<file path="src/rtl/pm_msi_pkg.sv">
// package: register map, field layout, reset values and carrier types
package pm_msi_pkg;
  localparam logic [11:0] pm_ctrl_off = 12'h0c4;
  localparam logic [11:0] msi_ctrl_off = 12'h0d0;
  localparam logic [11:0] msi_addr_low_off = 12'h0d4;
  localparam logic [11:0] msi_addr_high_off = 12'h0d8;
  localparam logic [11:0] msidata_off = 12'h0dc;
  localparam int power_state_lsb = 0;
  localparam int keep_bit = 3;
  localparam int wake_en_bit = 8;
  localparam int wake_flag_bit = 15;
  localparam int msi_en_bit = 16;
  localparam int msg_count_enable_lsb = 20;
  localparam int wide_bit = 23;
  localparam logic [1:0] power_d0 = 2'h0;
  localparam logic [1:0] power_d3hot = 2'h3;
  localparam logic [1:0] power_state_reset = 2'h0;
  localparam logic keep_reset = 1'b1;
  localparam logic [7:0] msi_cap_code = 8'h05;
  localparam logic [7:0] next_ptr_reset = 8'h00;
  localparam logic [2:0] msg_count_single = 3'h0;
  localparam logic [2:0] mmc_value = 3'h0;
  localparam logic wide_capable = 1'b1;
  localparam logic [31:0] addr_low_mask = 32'hffff_fffc;
  localparam logic [31:0] data_mask = 32'h0000_ffff;
  localparam logic [31:0] bus_zero = 32'h0000_0000;

  // one MSI memory write toward the upstream port
  typedef struct packed {
    logic wide;
    logic [31:0] addr_high;
    logic [31:0] addr_low;
    logic [31:0] payload;
  } msi_write_t;

  typedef struct packed {
    logic [11:0] paddr;
    logic pwrite;
    logic [31:0] pwdata;
  } apb_req_t;
endpackage : pm_msi_pkg

</file>
<file path="src/rtl/pm_and_msi_capability_regs.sv">
// module: power management control/status and MSI capability registers
//
// The APB slave port was left to the implementer.
`timescale 1ns/1ps

// Functional notes
// two-bit power state field, D0 is 0, D3hot is 3, resets to D0
// codes for D1 and D2 are unsupported; writes of them are ignored
// context keep flag resets to 1; when 0 D3hot-to-D0 resets state
// wake messages generated only while sticky wake enable is set; resets to 0
// hot reset leaves wake enable untouched
// initialisation should set wake enable when D3cold hot-plug wakeup wanted
// wake event flag sets on own wake event even if enable clear; W1C
// forwarded wake messages never set the wake event flag
// upstream port never sets the wake event flag
// data select, data scale and data byte read zero
// bus power support and clock control enable read zero
// capability code 5, next pointer resets to 0
// MSI enable bit at 16, read/write, resets to 0
// one message only: count enable hardwired, capable field reads 0
// wide address capable reads 1; 64-bit writes possible
// low address bits 31:2 stored, bits 1:0 read zero
// upper address nonzero gives 64-bit write, else 32-bit
// every MSI write routes to the upstream port
// software must program MSI addresses that route upstream
// message data 16 bits form low data half; 31:16 reserved
// MSI write only while enabled; upper data half driven zero
module pm_and_msi_capability_regs #(
  parameter logic is_upstream = 1'b0
) (
  // clock and resets
  input wire logic pclk,
  input wire logic presetn,
  input wire logic hot_reset,
  // apb slave
  input wire logic psel,
  input wire logic penable,
  input wire logic pwrite,
  input wire logic [11:0] paddr,
  input wire logic [31:0] pwdata,
  output logic [31:0] prdata,
  output logic pready,
  output logic pslverr,
  // port events
  input wire logic own_wake_event,
  input wire logic forwarded_wake,
  input wire logic msi_request,
  // outputs toward the switch core
  output logic wake_msg_send,
  output logic context_reset,
  output logic [1:0] power_state_field,
  output logic msi_valid,
  output logic msi_to_upstream,
  output pm_msi_pkg::msi_write_t msi_write
);

  pm_msi_pkg::apb_req_t req;
  logic wr_en;
  logic rd_en;
  logic context_keep_flag;
  logic wake_msg_enable;
  logic wake_event_flag;
  logic msi_enable;
  logic [7:0] next_capability_pointer;
  logic [31:0] msi_address_low;
  logic [31:0] upper_msg_address;
  logic [15:0] msg_payload;
  logic [31:0] next_prdata;
  logic hit;

  assign req = '{paddr: paddr, pwrite: pwrite, pwdata: pwdata};
  assign wr_en = psel && penable && req.pwrite;
  assign rd_en = psel && penable && !req.pwrite;
  assign pready = 1'b1;
  assign pslverr = psel && penable && !hit;

  function automatic logic is_hit(input logic [11:0] a);
    is_hit = (a == pm_msi_pkg::pm_ctrl_off) || (a == pm_msi_pkg::msi_ctrl_off) ||
      (a == pm_msi_pkg::msi_addr_low_off) || (a == pm_msi_pkg::msi_addr_high_off) ||
      (a == pm_msi_pkg::msidata_off);
  endfunction : is_hit

  assign hit = is_hit(req.paddr);

  // power state and context keep (ordinary reset domain, also hot reset)
  always_ff @(posedge pclk or negedge presetn) begin
    if (!presetn) begin
      power_state_field <= pm_msi_pkg::power_state_reset;
      context_keep_flag <= pm_msi_pkg::keep_reset;
      context_reset <= 1'b0;
    end else if (hot_reset) begin
      power_state_field <= pm_msi_pkg::power_state_reset;
      context_keep_flag <= pm_msi_pkg::keep_reset;
      context_reset <= 1'b0;
    end else begin
      context_reset <= 1'b0;
      if (wr_en && req.paddr == pm_msi_pkg::pm_ctrl_off) begin
        // state write
        // reserved codes dropped
        if (req.pwdata[pm_msi_pkg::power_state_lsb +: 2] == pm_msi_pkg::power_d0 ||
            req.pwdata[pm_msi_pkg::power_state_lsb +: 2] == pm_msi_pkg::power_d3hot) begin
          power_state_field <= req.pwdata[pm_msi_pkg::power_state_lsb +: 2];
          // context loss pulse
          context_reset <= (power_state_field == pm_msi_pkg::power_d3hot) &&
            (req.pwdata[pm_msi_pkg::power_state_lsb +: 2] == pm_msi_pkg::power_d0) &&
            !context_keep_flag;
        end
        context_keep_flag <= req.pwdata[pm_msi_pkg::keep_bit];
      end
    end
  end

  // sticky wake bits: of the two resets only presetn clears them
  always_ff @(posedge pclk or negedge presetn) begin
    if (!presetn) begin
      wake_msg_enable <= 1'b0;
    end else if (wr_en && req.paddr == pm_msi_pkg::pm_ctrl_off) begin
      // sticky enable
      wake_msg_enable <= req.pwdata[pm_msi_pkg::wake_en_bit];
    end
  end

  always_ff @(posedge pclk or negedge presetn) begin
    if (!presetn) begin
      wake_event_flag <= 1'b0;
    end else if (own_wake_event && !is_upstream) begin
      // own event sets, set wins
      // never upstream
      wake_event_flag <= 1'b1;
    end else if (wr_en && req.paddr == pm_msi_pkg::pm_ctrl_off &&
                 req.pwdata[pm_msi_pkg::wake_flag_bit]) begin
      wake_event_flag <= 1'b0;
    end
  end

  // gated wake message
  // forwarded wake does not touch flag
  always_ff @(posedge pclk or negedge presetn) begin
    if (!presetn) begin
      wake_msg_send <= 1'b0;
    end else begin
      wake_msg_send <= (own_wake_event && !is_upstream && wake_msg_enable) || forwarded_wake;
    end
  end

  // MSI registers
  always_ff @(posedge pclk or negedge presetn) begin
    if (!presetn) begin
      msi_enable <= 1'b0;
      next_capability_pointer <= pm_msi_pkg::next_ptr_reset;
      msi_address_low <= pm_msi_pkg::bus_zero;
      upper_msg_address <= pm_msi_pkg::bus_zero;
      msg_payload <= 16'h0000;
    end else if (hot_reset) begin
      msi_enable <= 1'b0;
      next_capability_pointer <= pm_msi_pkg::next_ptr_reset;
      msi_address_low <= pm_msi_pkg::bus_zero;
      upper_msg_address <= pm_msi_pkg::bus_zero;
      msg_payload <= 16'h0000;
    end else if (wr_en) begin
      case (req.paddr)
        pm_msi_pkg::msi_ctrl_off: begin
          // enable write
          msi_enable <= req.pwdata[pm_msi_pkg::msi_en_bit];
        end
        pm_msi_pkg::msi_addr_low_off: begin
          // dword aligned
          msi_address_low <= req.pwdata & pm_msi_pkg::addr_low_mask;
        end
        pm_msi_pkg::msi_addr_high_off: begin
          upper_msg_address <= req.pwdata;
        end
        pm_msi_pkg::msidata_off: begin
          // low half kept
          msg_payload <= req.pwdata[15:0];
        end
        default: begin
        end
      endcase
    end
  end

  // read mux
  always_comb begin
    next_prdata = pm_msi_pkg::bus_zero;
    case (req.paddr)
      pm_msi_pkg::pm_ctrl_off: begin
        // power data fields zero
        // bus power bits zero
        next_prdata[pm_msi_pkg::power_state_lsb +: 2] = power_state_field;
        next_prdata[pm_msi_pkg::keep_bit] = context_keep_flag;
        next_prdata[pm_msi_pkg::wake_en_bit] = wake_msg_enable;
        next_prdata[pm_msi_pkg::wake_flag_bit] = wake_event_flag;
      end
      pm_msi_pkg::msi_ctrl_off: begin
        // capability code
        // single message
        // wide capable
        next_prdata[7:0] = pm_msi_pkg::msi_cap_code;
        next_prdata[15:8] = next_capability_pointer;
        next_prdata[pm_msi_pkg::msi_en_bit] = msi_enable;
        next_prdata[19:17] = pm_msi_pkg::mmc_value;
        next_prdata[pm_msi_pkg::msg_count_enable_lsb +: 3] = pm_msi_pkg::msg_count_single;
        next_prdata[pm_msi_pkg::wide_bit] = pm_msi_pkg::wide_capable;
      end
      pm_msi_pkg::msi_addr_low_off: next_prdata = msi_address_low;
      pm_msi_pkg::msi_addr_high_off: next_prdata = upper_msg_address;
      pm_msi_pkg::msidata_off: next_prdata = {16'h0000, msg_payload};
      default: next_prdata = pm_msi_pkg::bus_zero;
    endcase
  end

  always_ff @(posedge pclk or negedge presetn) begin
    if (!presetn) begin
      prdata <= pm_msi_pkg::bus_zero;
    end else if (psel && !penable && !pwrite) begin
      prdata <= next_prdata;
    end
  end

  // MSI write generation
  always_ff @(posedge pclk or negedge presetn) begin
    if (!presetn) begin
      msi_valid <= 1'b0;
      msi_to_upstream <= 1'b0;
      msi_write <= '0;
    end else begin
      // only while enabled
      msi_valid <= msi_request && msi_enable;
      // route upstream
      msi_to_upstream <= msi_request && msi_enable;
      if (msi_request && msi_enable) begin
        // width by upper address
        msi_write.wide <= (upper_msg_address != pm_msi_pkg::bus_zero);
        msi_write.addr_high <= upper_msg_address;
        msi_write.addr_low <= msi_address_low;
        // upper data zero
        msi_write.payload <= {16'h0000, msg_payload};
      end
    end
  end
endmodule : pm_and_msi_capability_regs

</file>
<file path="config.mk">
export PLATFORM = sky130hd
export DESIGN_NAME = pm_and_msi_capability_regs
export DESIGN_NICKNAME = d
export VERILOG_FILES = /design/src/rtl/pm_msi_pkg.sv /design/src/rtl/pm_and_msi_capability_regs.sv
export SDC_FILE = /design/constraint.sdc
export NUM_CORES = 1
export LEC_CHECK = 0
export BUFFER_PORTS_ARGS = -buffer_cell sky130_fd_sc_hd__buf_2
export CORE_ASPECT_RATIO = 0.75
export CORE_MARGIN = 2
export CORE_UTILIZATION = 40
export CTS_CLUSTER_SIZE = 10
export DETAILED_ROUTE_END_ITERATION = 6
export PLACE_DENSITY = 0.66
export SLEW_MARGIN = 40
export SYNTH_ARGS = -nofsm -noshare
export SYNTH_HDL_FRONTEND = slang
export SYNTH_SLANG_ARGS = --single-unit
</file>
<file path="constraint.sdc">
create_clock -name pclk -period 2 [get_ports pclk]
set_clock_uncertainty 0.2 [all_clocks]
set_input_delay 0.2 -clock pclk [delete_from_list [all_inputs] [get_ports pclk]]
set_output_delay 0.2 -clock pclk [all_outputs]
set_load 0.05 [all_outputs]
</file>
==> results of run 1 <==
[stage by stage]
stage,power (mW),hold slack [ns],instances
after global routing,8.31,0.00818,1300
after detailed placement,4.59,-0.0658,1230
after CTS,8.08,0.00366,1300
after floorplan,4.33,-0.296,808
after global placement,4.59,-0.0637,1230
final,8.03,0.0166,1300
[timing repair]
action | CTS | global route
setup endpoints to repair | 1 | 1
hold buffers | 37 | 0
setup buffers | 1 | 0
resized for setup | 2 | 2
hold endpoints to repair | 283 | 0
[cell usage after synthesis, drive strengths merged (2+ instances only)]
cell / count / share of area [%]
mux2: 91 / 12
a22oi: 29 / 2.5
nand2b: 10 / 0.71
nor4: 13 / 1.3
nand2: 44 / 1.9
nor3: 2 / 0.17
nor2: 3 / 0.13
clkbuf: 47 / 2.0
mux2i: 7 / 0.80
nand3: 70 / 4.0
nor2b: 2 / 0.14
nand4: 16 / 1.1
a22o: 3 / 0.30
conb: 2 / 0.086
nor3b: 3 / 0.26
o21ai: 109 / 6.3
buf: 39 / 3.2
or4: 3 / 0.39
inv: 4 / 0.17
nand4b: 2 / 0.20
a21oi: 78 / 4.5
or3b: 2 / 0.20
dfrtp: 197 / 56
a21o: 2 / 0.17
[per-layer routing]
metal	GRT usage, %	routed length, um	up-vias
met5	0	0	-
met2	31.9	11300	298
met3	5.88	1910	27
met1	34.6	12600	3620
li1	-	-	3244
met4	5.69	396	0
[flip-flops by register name, indices dropped and copies added, names as in the netlist]
| signal | flops |
|---|---|
| msi_write | 79 |
| prdata | 32 |
| upper_msg_address | 32 |
| msi_address_low | 30 |
| msg_payload | 16 |
| power_state_field | 2 |
| context_keep_flag | 1 |
| context_reset | 1 |
| msi_enable | 1 |
| msi_to_upstream | 1 |
| wake_event_flag | 1 |
| wake_msg_enable | 1 |
| wake_msg_send | 1 |
[cell type report]
| class | instances | share of cell area, % |
|---|---|---|
| clock buffers | 17 | 3.82 |
| well taps | 288 | 3.24 |
| clock inverters | 15 | 1.46 |
| repair buffers | 258 | 15.9 |
| flip-flops and latches | 198 | 44.5 |
| multi-input cells | 520 | 30.9 |
| inverters | 4 | 0.135 |
[power by group]
part / switching (mW) / internal, mW / total [mW]
sequential: 0.000298 / 4.00 / 4.00
clock: 1.68 / 1.78 / 3.46
combinational: 0.401 / 0.170 / 0.571
[layout by cell type (no fill, tap or decap), drive strengths merged, types with 13 or more instances in the layout]
cell type,n
clkbuf,18
o21ai,109
inv,13
nor4,13
a21oi,78
nand4,16
nand2,44
dfrtp,197
mux2,91
buf,220
nand3,70
a22oi,29
conb,19
dlygate4sd3,37
[cell families (layout without fill, tap and decap cells)]
kind of cell,count (synthesis),after routing
flip-flops,198,198
other,2,19
XOR/XNOR,1,1
multiplexers,98,98
buffers and inverters,90,294
adder cells (fa/ha/maj),1,1
AND/OR/NAND/NOR,173,173
AO/OA/AOI/OAI,228,228
[path summary, 6_finish.rpt]
check	to	startpoint	depth (start not counted)	slack, ns
worst max-delay path	pslverr	paddr[9]	7	0.05
min in group pclk	msi_write[80]	msi_request	3	0.02
worst max register to register	msi_write[96]	upper_msg_address[9]	4	0.39
worst min-delay path	msi_write[82]	presetn	2	0.02
max in group asynchronous	upper_msg_address[21]	presetn	3	0.86
worst min register to register	prdata[17]	prdata[17]	2	0.28
[worst max-delay path: cells and delay by family]
| family | cells | cell delay [ns] |
|---|---|---|
| AOI/OAI and AO/OA | 1 | 0.06 |
| buffers and inverters | 4 | 0.58 |
| and+or+nand+nor | 2 | 0.71 |
==> results, run 1 <==
- Of the total synthesized cell area, the portion taken by full adders, half adders and majority gates is less than 1%.
- The area of placed instances is a little over 0.01 mm^2.
- The power density over the cells is 721 mW/mm^2.
- The leftover overflow at the end of global routing is 0.
- IR analysis of the VDD net gives a maximum drop of 481 uV.
- Counting along the longest clock path gives a buffer depth of 2.
- The count of yosys warnings during synthesis is 0.
- The fraction of registers with async set/reset is 100%.
- In this run the mean area of a mapped cell was roughly 11 um^2.
- The footprint of the multi-input gates is around 0.0034 mm^2.
- Synthesis produced 791 cells.
- The wire length per cell after detailed routing is 20.2 um.
- The number of synthesized flops with an enable pin is 0.
- By startpoint and endpoint, the worst setup path is classified as input pin to output pin.
- The leakage power total is 5.45 nW.
- The floorplan has 46 rows.
- The post-route worst setup slack is 0.0501 ns.
- At the worst endpoint, the required time is roughly 1.6 ns.
- The signal arrival time at the worst endpoint is 1.55 ns.
- 0 antenna diodes ended up in the layout.
- The count of input and output buffers is 170.
- The total number of H-tree levels is 4.
- The layout cell share with drive strength beyond 1 is 35.7%.
- The number of setup violations in the final report is 0.
- Setup repair after global routing left no endpoint under its margin.
- The core region is 0.0214 mm^2.
- After routing the design area is 0.0111 mm^2.
- The tightest slew margin relative to the limit is between 50% and 60%.
- The number of antenna violations at the first check in global routing is 0.
- The number of global-route vias before repair is 6961.
- The wire length reported by the detailed router is roughly 26 mm.
- The count of nets left with antenna violations once routing finished came out at 0.
- The mux contribution to synthesized area is between 10% and 20%.
- For the pin with the worst max-slew slack, the measured transition is 0.618 ns.
- Entering global routing, the biggest net connects 83 pins.
- The total area of sequential cells is slightly below 0.005 mm^2.
- Cells fill 52.1% of the core in the end.
- Summing the areas of all and, or, nand and nor instances in the mapped netlist gives between 10 and 15% of the synthesized area.
- The final hold violation count was 0.
- The initial core utilization is 41.1%.
- The largest individual stage delay along the critical path comes from the cell sky130_fd_sc_hd__or4_4.
- The via count is 7189.
- The synthesis-to-finish area growth is 26.9%.
- The floorplan step set the die height to 132 um.
- For this run, the post-layout net count is 1053.
- The xor-xnor portion of the synthesized cell area is 0.0999%.
- The number of max-slew violations in the final report was 0.
- The critical-path maximum fanout is 7.
- The count of filler cells inserted in the layout is between 1500 and 2000.
- The clock transition at the registers of the reported paths is about 0.070 ns.
- The DRC violations left is 0.
- Summing the areas of all compound-gate instances in the mapped netlist gives 14.5% of the synthesized area.
- The type of element launching the critical path is an input pin.
- The die covers 0.0231 mm^2.
- Max-cap violations in this run came to 0.
- The total half-perimeter wirelength after legalization and detailed placement is 17.6 mm.
- The first global-routing pass estimated 40.9 mm of wire.
- The worst path uses 97.5% of the clock period.
- CTS saw about 200 sinks.
- The floorplan step set the die width to approximately 170 um.
- In this run the count of I/O pins placed on the die edge is 190.
- After synthesis, the largest family of logic cells by area is compound AO/OA/AOI/OAI gates.
- Traced cell by cell, the critical path runs through buf_2 > or4_4 > buf_12 > nor4_4 > buf_4 > a21oi_2 > buf_6.
- Using the TritonRoute via totals, the vias-per-cell ratio works out to between 5 and 6.
- The kind of end point of the critical path is an output pin.
- For this block, the initial DRC count from the detailed router was 665.
- The number of storage elements in the synthesis netlist is 198.
- The post-placement worst setup slack is -0.248 ns.
- For this run, the slowest stage of the critical path takes 0.57 ns.
- The run finished with clean final reports.
- The share of the Yosys chip area taken by registers is 56.5%.
- The clock tree from TritonCTS is built.
- Counting I/O delays and the setup requirement, the final critical path takes 1.95 ns.
- At the end of routability-driven placement, the weighted congestion stood at between 0.8 and 0.9.
- Summing every instance area after synthesis gives 0.00877 mm^2.
- The buffer cell driving the clock tree root is sky130_fd_sc_hd__clkbuf_16.
- For the worst-skew pair, the clock arrives at the later sink with an insertion delay of roughly 0.44 ns.
- The top achievable clock speed is 513 MHz.
- The iteration count of the initial detailed-routing pass is 5.
- The count of unique library cells instantiated by Yosys is 45.
- The sum of negative setup slack is 0 ns.
- The aggregate global-route resource usage is roughly 23%.
- The TritonCTS buffer count is 17.
- The class of the tightest hold or removal check is input pin to asynchronous set/reset pin.
- Among all flip-flop cells after synthesis, the most frequent one is sky130_fd_sc_hd__dfrtp_1.
Note: power is estimated with default switching activity, not from simulation.
==> run 2: changes to the inputs <==
--- a/config.mk
+++ b/config.mk
@@ -8,10 +8,10 @@
 export BUFFER_PORTS_ARGS = -buffer_cell sky130_fd_sc_hd__buf_2
 export CORE_ASPECT_RATIO = 0.75
 export CORE_MARGIN = 2
-export CORE_UTILIZATION = 40
+export CORE_UTILIZATION = 25
 export CTS_CLUSTER_SIZE = 10
 export DETAILED_ROUTE_END_ITERATION = 6
-export PLACE_DENSITY = 0.66
+export PLACE_DENSITY = 0.47
 export SLEW_MARGIN = 40
 export SYNTH_ARGS = -nofsm -noshare
 export SYNTH_HDL_FRONTEND = slang
==> constraint.sdc (replaced) <==
create_clock -name pclk -period 2 [get_ports pclk]
set_clock_uncertainty 0.2 [all_clocks]
set_input_delay 0.3 -clock pclk [delete_from_list [all_inputs] [get_ports pclk]]
set_output_delay 0.3 -clock pclk [all_outputs]
set_load 0.05 [all_outputs]
==> run 2 against run 1 <==
Sequential share of layout area is 1.6 points lower; maximum frequency fell by 0.48%; utilization down 19 points; register-to-register slack got worse by 0.16 ns; largest power group unchanged.
==> results, run 2 (same netlist as run 1, synthesis figures left out) <==
- The wire length of the first global-routing pass is 45.6 mm (+11%).
- The number of max-slew violations in the final report is 0 (unchanged).
- The largest net degree at the start of global routing is 80 (-3.6%).
- The placeable core area was 0.0346 mm^2 (+62%).
- The initial core utilization is 25.3% (-16 points).
- The category of the most critical setup path is input pin to output pin.
- The total number of H-tree levels is 4 (unchanged).
- The run finished with clean final reports.
- The largest registers in the layout are msi_write x79, prdata x32, upper_msg_address x32.
- The reg-to-reg setup timing slack came to 0.23 ns (-0.16 ns).
- The post-placement worst setup slack is -0.387 ns (-0.139 ns).
- The number of clock sinks is 198 (unchanged).
- STA classifies the critical path startpoint as an input pin.
- The worst setup path is captured at an output pin.
- TritonCTS built the clock tree.
- The tightest slew margin relative to the limit was 57.0% (-1.7 points).
- The wire length per cell after detailed routing is 20.2 um (about the same).
- The TritonCTS buffer count was 17 (unchanged).
- The via count is 7136 (-0.74%).
- The number of setup violations in the final report was 0 (unchanged).
- The top achievable clock speed is 510 MHz (-0.48%).
- The power density over the cells is 716 mW/mm^2 (-0.74%).
- The delay of the slowest cell on the worst path is 0.56 ns (about the same).
- The class of the tightest hold or removal check is input pin to asynchronous set/reset pin.
- The iteration count of the initial detailed-routing pass came to 5 (unchanged).
- The slew of the pin with the lowest slew margin is 0.644 ns (+0.0259 ns).
- The number of DRC violations after detailed-routing iteration 0 is 560 (-16%).
- The signal arrival time at the worst endpoint is 1.46 ns (-0.09 ns).
- The number of top-level pins was 190 (unchanged).
- The area of placed instances came to 0.0105 mm^2 (+3.8%).
- The aggregate global-route resource usage is 16.7% (-6.0 points).
- The final hold violation count is 0 (unchanged).
- The later-pin clock latency in the skew report is 0.46 ns (+0.02 ns).
- The total half-perimeter wirelength after legalization and detailed placement came to 20.4 mm (+16%).
- The number of antenna violations at the first check in global routing came to 0 (unchanged).
- The leading cell type in the layout, fill and taps excluded is sky130_fd_sc_hd__dfrtp_1.
- The row count is 59 (+28%).
- The DRC violations left is 0 (unchanged).
- The number of global-route vias before repair is 7088 (+1.8%).
- The buffer cell driving the clock tree root is sky130_fd_sc_hd__clkbuf_16.
- The die extent in x is 220 um (+26%).
- In the layout the commonest cells are 197 x sky130_fd_sc_hd__dfrtp_1, 168 x sky130_fd_sc_hd__buf_2, 91 x sky130_fd_sc_hd__mux2_2.
- The number of diodes added for antenna fixing is 0 (unchanged).
- The routed via count divided by cell count came to 4.78 (-14%).
- The wire length reported by the detailed router is 30.1 mm (+15%).
- Setup repair after global routing left no endpoint under its margin.
- The shortest period the worst path allows came to 1.96 ns (+0.00947 ns).
- The number of max-capacitance violations reported came to 0 (unchanged).
- The layout cell share with drive strength beyond 1 came to 37.3% (+1.6 points).
- The clock transition at the registers of the reported paths is 0.09 ns (+0.02 ns).
- The total number of nets in the final design is 1077 (+2.3%).
- The endpoint required time on the critical path came to 1.50 ns (-0.10 ns).
- The number of routed nets with antenna violations came to 0 (unchanged).
- The count of input and output buffers was 170 (unchanged).
- The sum of negative setup slack was 0 ns (unchanged).
- The leakage power total is 5.57 nW (+2.1%).
- The leftover overflow at the end of global routing is 0 (unchanged).
- The final standard cell utilization of the core is 33.4% (-19 points).
- Counting flops per register, the top entry is msi_write.
- The post-route worst setup slack is 0.0406 ns (-0.00947 ns).
- The critical-path maximum fanout came to 3 (-4).
- Walking the worst path, the cells encountered are buf_2 > or4_4 > nor4_2 > buf_4 > a21oi_2 > buf_6.
- The synthesis-to-finish area growth is 31.8%.
- The worst supply voltage drop on vdd is 421 uV (-12%).
- For this design, the slowest cell found on the critical path is sky130_fd_sc_hd__or4_4.
- The die area is 0.0366 mm^2 (+58%).
- The global placement routability congestion is 0.765 (-6.2%).
- The maximum buffer depth of the clock tree is 2 (unchanged).
- The count of filler cells inserted in the layout is 3582 (+84%).
- The post-layout instance area is 0.0116 mm^2 (+3.8%).
- The number of flip-flops under the largest register name is 79 (unchanged).
- The portion of the clock cycle consumed by the worst path in the final layout is 98.0% (+0.47 points).
- The height of the die was 166 um (+26%).
-- run 2: final cells by class --
cell class                 instances  area [um^2]  share of cell area, %
multi-input combinational        520         3440                   29.7
clock buffer                      17          425                   3.68
sequential                       198         4960                   42.9
clock inverter                    15          185                   1.60
tap                              457          572                   4.95
inverter                           4         15.0                  0.130
timing repair buffer             282         1970                   17.0
-- run 2: final timing paths --
kind,startpoint,endpoint,cells after the start
max in group asynchronous,presetn,msi_write[60],3
min in group pclk,paddr[1],context_reset,5
worst min register to register,prdata[16],prdata[16],2
worst max-delay path,paddr[10],pslverr,6
worst max register to register,msi_enable,msi_write[65],3
worst min-delay path,presetn,msi_write[52],2
-- run 2: through the flow --
| stage | power (mW) | hold WS [ns] | instances |
|---|---|---|---|
| 2_1_floorplan | 4.33 | -0.196 | 808 |
| 5_1_grt | 8.58 | 0.154 | 1493 |
| 4_1_cts | 8.39 | 0.120 | 1490 |
| 3_3_place_gp | 4.61 | 0.0717 | 1420 |
| 6_report | 8.28 | 0.134 | 1493 |
| 3_5_place_dp | 4.61 | 0.0795 | 1420 |
-- run 2: timing repair --
action	4_1_cts	5_1_grt
setup buffers	2	2
pin swaps	1	1
cloned	0	1
hold endpoints to repair	157	0
endpoints found under the setup margin	1	1
gates resized for setup	3	0
hold buffers	37	0
-- run 2: critical path: cells and delay by family --
kind	cells	cell delay (ns)
simple gates	2	0.70
buf+inv	3	0.39
compound gates	1	0.05
-- run 2: power breakdown --
part	internal, mW	switching [mW]
Combinational	0.171	0.412
Clock	1.90	1.79
Sequential	4.00	0.000318
-- run 2: per-layer routing --
layer	up-vias	wire (um)	track usage [%]
li1	3296	-	-
met1	3627	15300	25.0
met2	193	12900	23.6
met3	20	1670	3.94
met4	0	335	4.73
met5	-	0	0
==> run 3: changes to the inputs <==
--- a/config.mk
+++ b/config.mk
@@ -5,7 +5,7 @@
 export SDC_FILE = /design/constraint.sdc
 export NUM_CORES = 1
 export LEC_CHECK = 0
-export BUFFER_PORTS_ARGS = -buffer_cell sky130_fd_sc_hd__buf_2
+export BUFFER_PORTS_ARGS = -buffer_cell sky130_fd_sc_hd__buf_4
 export CORE_ASPECT_RATIO = 0.75
 export CORE_MARGIN = 2
 export CORE_UTILIZATION = 25
==> run 3 against run 2 <==
The run now ends with setup timing left; sequential power barely moved; sequential share of layout area down 0.97 points; via count shrank 0.76%; total power shrank 2.0%; critical path depth unchanged; maximum frequency down 2.5%; register-to-register slack barely moved; critical path type unchanged.
==> results, run 3 (same netlist as run 1, synthesis figures left out) <==
- The largest net degree at the start of global routing is 68 (-15%).
- The top achievable clock speed came to 498 MHz (-2.5%).
- The wire length of the first global-routing pass is 45.7 mm (+0.33%).
- The worst supply voltage drop on vdd was 403 uV (-4.3%).
- The via count is 7082 (-0.76%).
- The number of setup violations in the final report is 1 (+1).
- The number of top-level pins is 190 (unchanged).
- The number of global-route vias before repair is 7198 (+1.6%).
- The count of input and output buffers is 170 (unchanged).
- The cell sitting at the root of the clock tree is a sky130_fd_sc_hd__clkbuf_16.
- The global placement routability congestion is 0.780 (+1.9%).
- The flow ran to the end, but the final reports show violations.
- The wire length per cell after detailed routing is 20.4 um (+1.2%).
- The portion of the clock cycle consumed by the worst path in the final layout is 100% (+2.5 points).
- The post-placement cell count is 1404 (-1.1%).
- The total half-perimeter wirelength after legalization and detailed placement is 20.1 mm (-1.4%).
- The later-pin clock latency in the skew report is 0.44 ns (-0.02 ns).
- The worst setup path is launched from an input pin.
- The post-route worst setup slack is -0.00967 ns (-0.0503 ns).
- The total area of sequential cells is 0.00496 mm^2 (unchanged).
- The register containing the most flip-flops in the final layout is msi_write.
- In the final layout, the registers with the most flip-flops are msi_write x79, prdata x32, upper_msg_address x32.
- The number of flip-flops under the largest register name is 79 (unchanged).
- The worst setup path is captured at an output pin.
- The wire length reported by the detailed router came to 30.1 mm (about the same).
- The leakage power total is 5.51 nW (-1.1%).
- The DRC violations left is 0 (unchanged).
- The clock tree from TritonCTS is built.
- In the layout the commonest cells are 213 x sky130_fd_sc_hd__buf_4, 197 x sky130_fd_sc_hd__dfrtp_1, 91 x sky130_fd_sc_hd__mux2_2.
- The checks that failed: setup timing.
- The number of routed nets with antenna violations is 0 (unchanged).
- The footprint of the multi-input gates is 0.00345 mm^2 (+0.25%).
- The overall power is 8.11 mW (-2.0%).
- The category of the most critical setup path is input pin to output pin.
- The TritonCTS buffer count is 17 (unchanged).
- The count of filler cells inserted in the layout is 3524 (-1.6%).
- The class of the tightest hold or removal check is input pin to asynchronous set/reset pin.
- The number of antenna violations at the first check in global routing is 1 (+1).
- The clock transition at the registers of the reported paths came to 0.07 ns (-0.02 ns).
- The initial core utilization was 25.3% (unchanged).
- The number of max-slew violations in the final report is 0 (unchanged).
- Setup repair after global routing could not meet its margin everywhere.
- The layout cell share with drive strength beyond 1 is 36.1% (-1.1 points).
- The number of DRC violations after detailed-routing iteration 0 is 467 (-17%).
- The total number of nets in the final design is 1060 (-1.6%).
- The worst hold slack across all endpoints is 0.137 ns (+0.00265 ns).
- The routed via count divided by cell count is 4.80 (+0.39%).
- The final standard cell utilization of the core is 34.2% (+0.77 points).
- The iteration count of the initial detailed-routing pass is 5 (unchanged).
- The die area is 0.0366 mm^2 (unchanged).
- The maximum buffer depth of the clock tree is 2 (unchanged).
- The area growth from synthesis to layout is 34.8%.
- The non-filler instance count after layout is 1476 (-1.1%).
- The aggregate global-route resource usage is 16.5% (-0.11 points).
- The critical-path maximum fanout is 3 (unchanged).
- The height of the die is 166 um (unchanged).
- The placeable core area is 0.0346 mm^2 (unchanged).
- The shortest period the worst path allows was 2.01 ns (+0.0503 ns).
- The number of clock sinks is 198 (unchanged).
- The slew of the pin with the lowest slew margin was 0.533 ns (-0.111 ns).
- The leftover overflow at the end of global routing is 0 (unchanged).
- The number of max-capacitance violations reported was 0 (unchanged).
- The library cell used most frequently in the layout, excluding fill and tap cells, is sky130_fd_sc_hd__buf_4.
- The signal arrival time at the worst endpoint is 1.51 ns (+0.05 ns).
- The power density over the cells is 686 mW/mm^2 (-4.2%).
- The total number of H-tree levels came to 4 (unchanged).
- The final hold violation count is 0 (unchanged).
- The row count came to 59 (unchanged).
- The die extent in x is 220 um (unchanged).
- The endpoint required time on the critical path is 1.50 ns (about the same).
- The tightest slew margin relative to the limit is 64.5% (+7.5 points).
-- run 3: cell count changes in the layout (fill, tap and decap cells not counted), moves of 2 or more --
| cell | change |
|---|---|
| sky130_fd_sc_hd__clkinv_4 | +2 |
| sky130_fd_sc_hd__buf_2 | -168 |
| sky130_fd_sc_hd__inv_8 | -3 |
| sky130_fd_sc_hd__buf_4 | +151 |
-- run 3: final cells by class --
class / count / area share [%]
clock inverters: 13 / 1.19
inverters: 4 / 0.127
diodes: 1 / 0.0212
multi-input cells: 520 / 29.1
well taps: 457 / 4.84
repair buffers: 265 / 19.2
clock buffers: 18 / 3.63
flip-flops and latches: 198 / 41.9
-- run 3: worst paths after layout --
kind	slack, ns	cells after the start	startpoint	to
setup / recovery	-0.01	6	paddr[10]	pslverr
hold / removal	0.14	2	presetn	msi_write[14]
setup reg to reg	0.23	5	upper_msg_address[27]	msi_write[96]
hold reg to reg	0.28	2	prdata[16]	prdata[16]
max in group asynchronous	0.79	3	presetn	msi_write[4]
min in group pclk	0.14	3	msi_request	msi_to_upstream
-- run 3: worst max-delay path: stages --
cell	delay (ns)
sky130_fd_sc_hd__buf_4	0.11
sky130_fd_sc_hd__or4_4	0.57
sky130_fd_sc_hd__nor4_4	0.16
sky130_fd_sc_hd__buf_4	0.16
sky130_fd_sc_hd__a21oi_2	0.06
sky130_fd_sc_hd__buf_6	0.15
-- run 3: layer usage --
| layer | track usage (%) | part of all wire (%) | vias to the layer above |
|---|---|---|---|
| met2 | 23.8 | 43 | 183 |
| met3 | 3.68 | 5.6 | 11 |
| li1 | - | - | 3268 |
| met1 | 25.2 | 51 | 3620 |
| met5 | 0 | 0 | - |
| met4 | 3.18 | 0.69 | 0 |
-- run 3: repair_timing --
| item | in CTS | in global routing |
|---|---|---|
| hold buffers | 36 | 0 |
| setup buffers | 3 | 1 |
| endpoints found under the setup margin | 1 | 68 |
| pin swaps | 1 | 1 |
| hold endpoints to repair | 257 | 0 |
| resized for setup | 2 | 4 |
| cloned | 0 | 1 |
-- run 3: power breakdown --
part           internal, mW  leakage, nW  switching, mW  total (mW)
combinational         0.205         2.47          0.419       0.624
sequential             4.00         2.76       0.000366        4.00
clock                  1.76        0.277           1.73        3.49
total                  5.96         5.51           2.15        8.11
-- run 3: per-stage QoR --
stage / area [um^2] / setup WS, ns / TNS, ns
2_1_floorplan: 8840 / -0.242 / -16.83
3_3_place_gp: 10800 / -0.436 / -35.29
3_5_place_dp: 10800 / -0.435 / -37.08
4_1_cts: 11800 / -0.00660 / -0.00660
5_1_grt: 11800 / -0.0386 / -0.0386
6_report: 11800 / -0.00967 / -0.00967
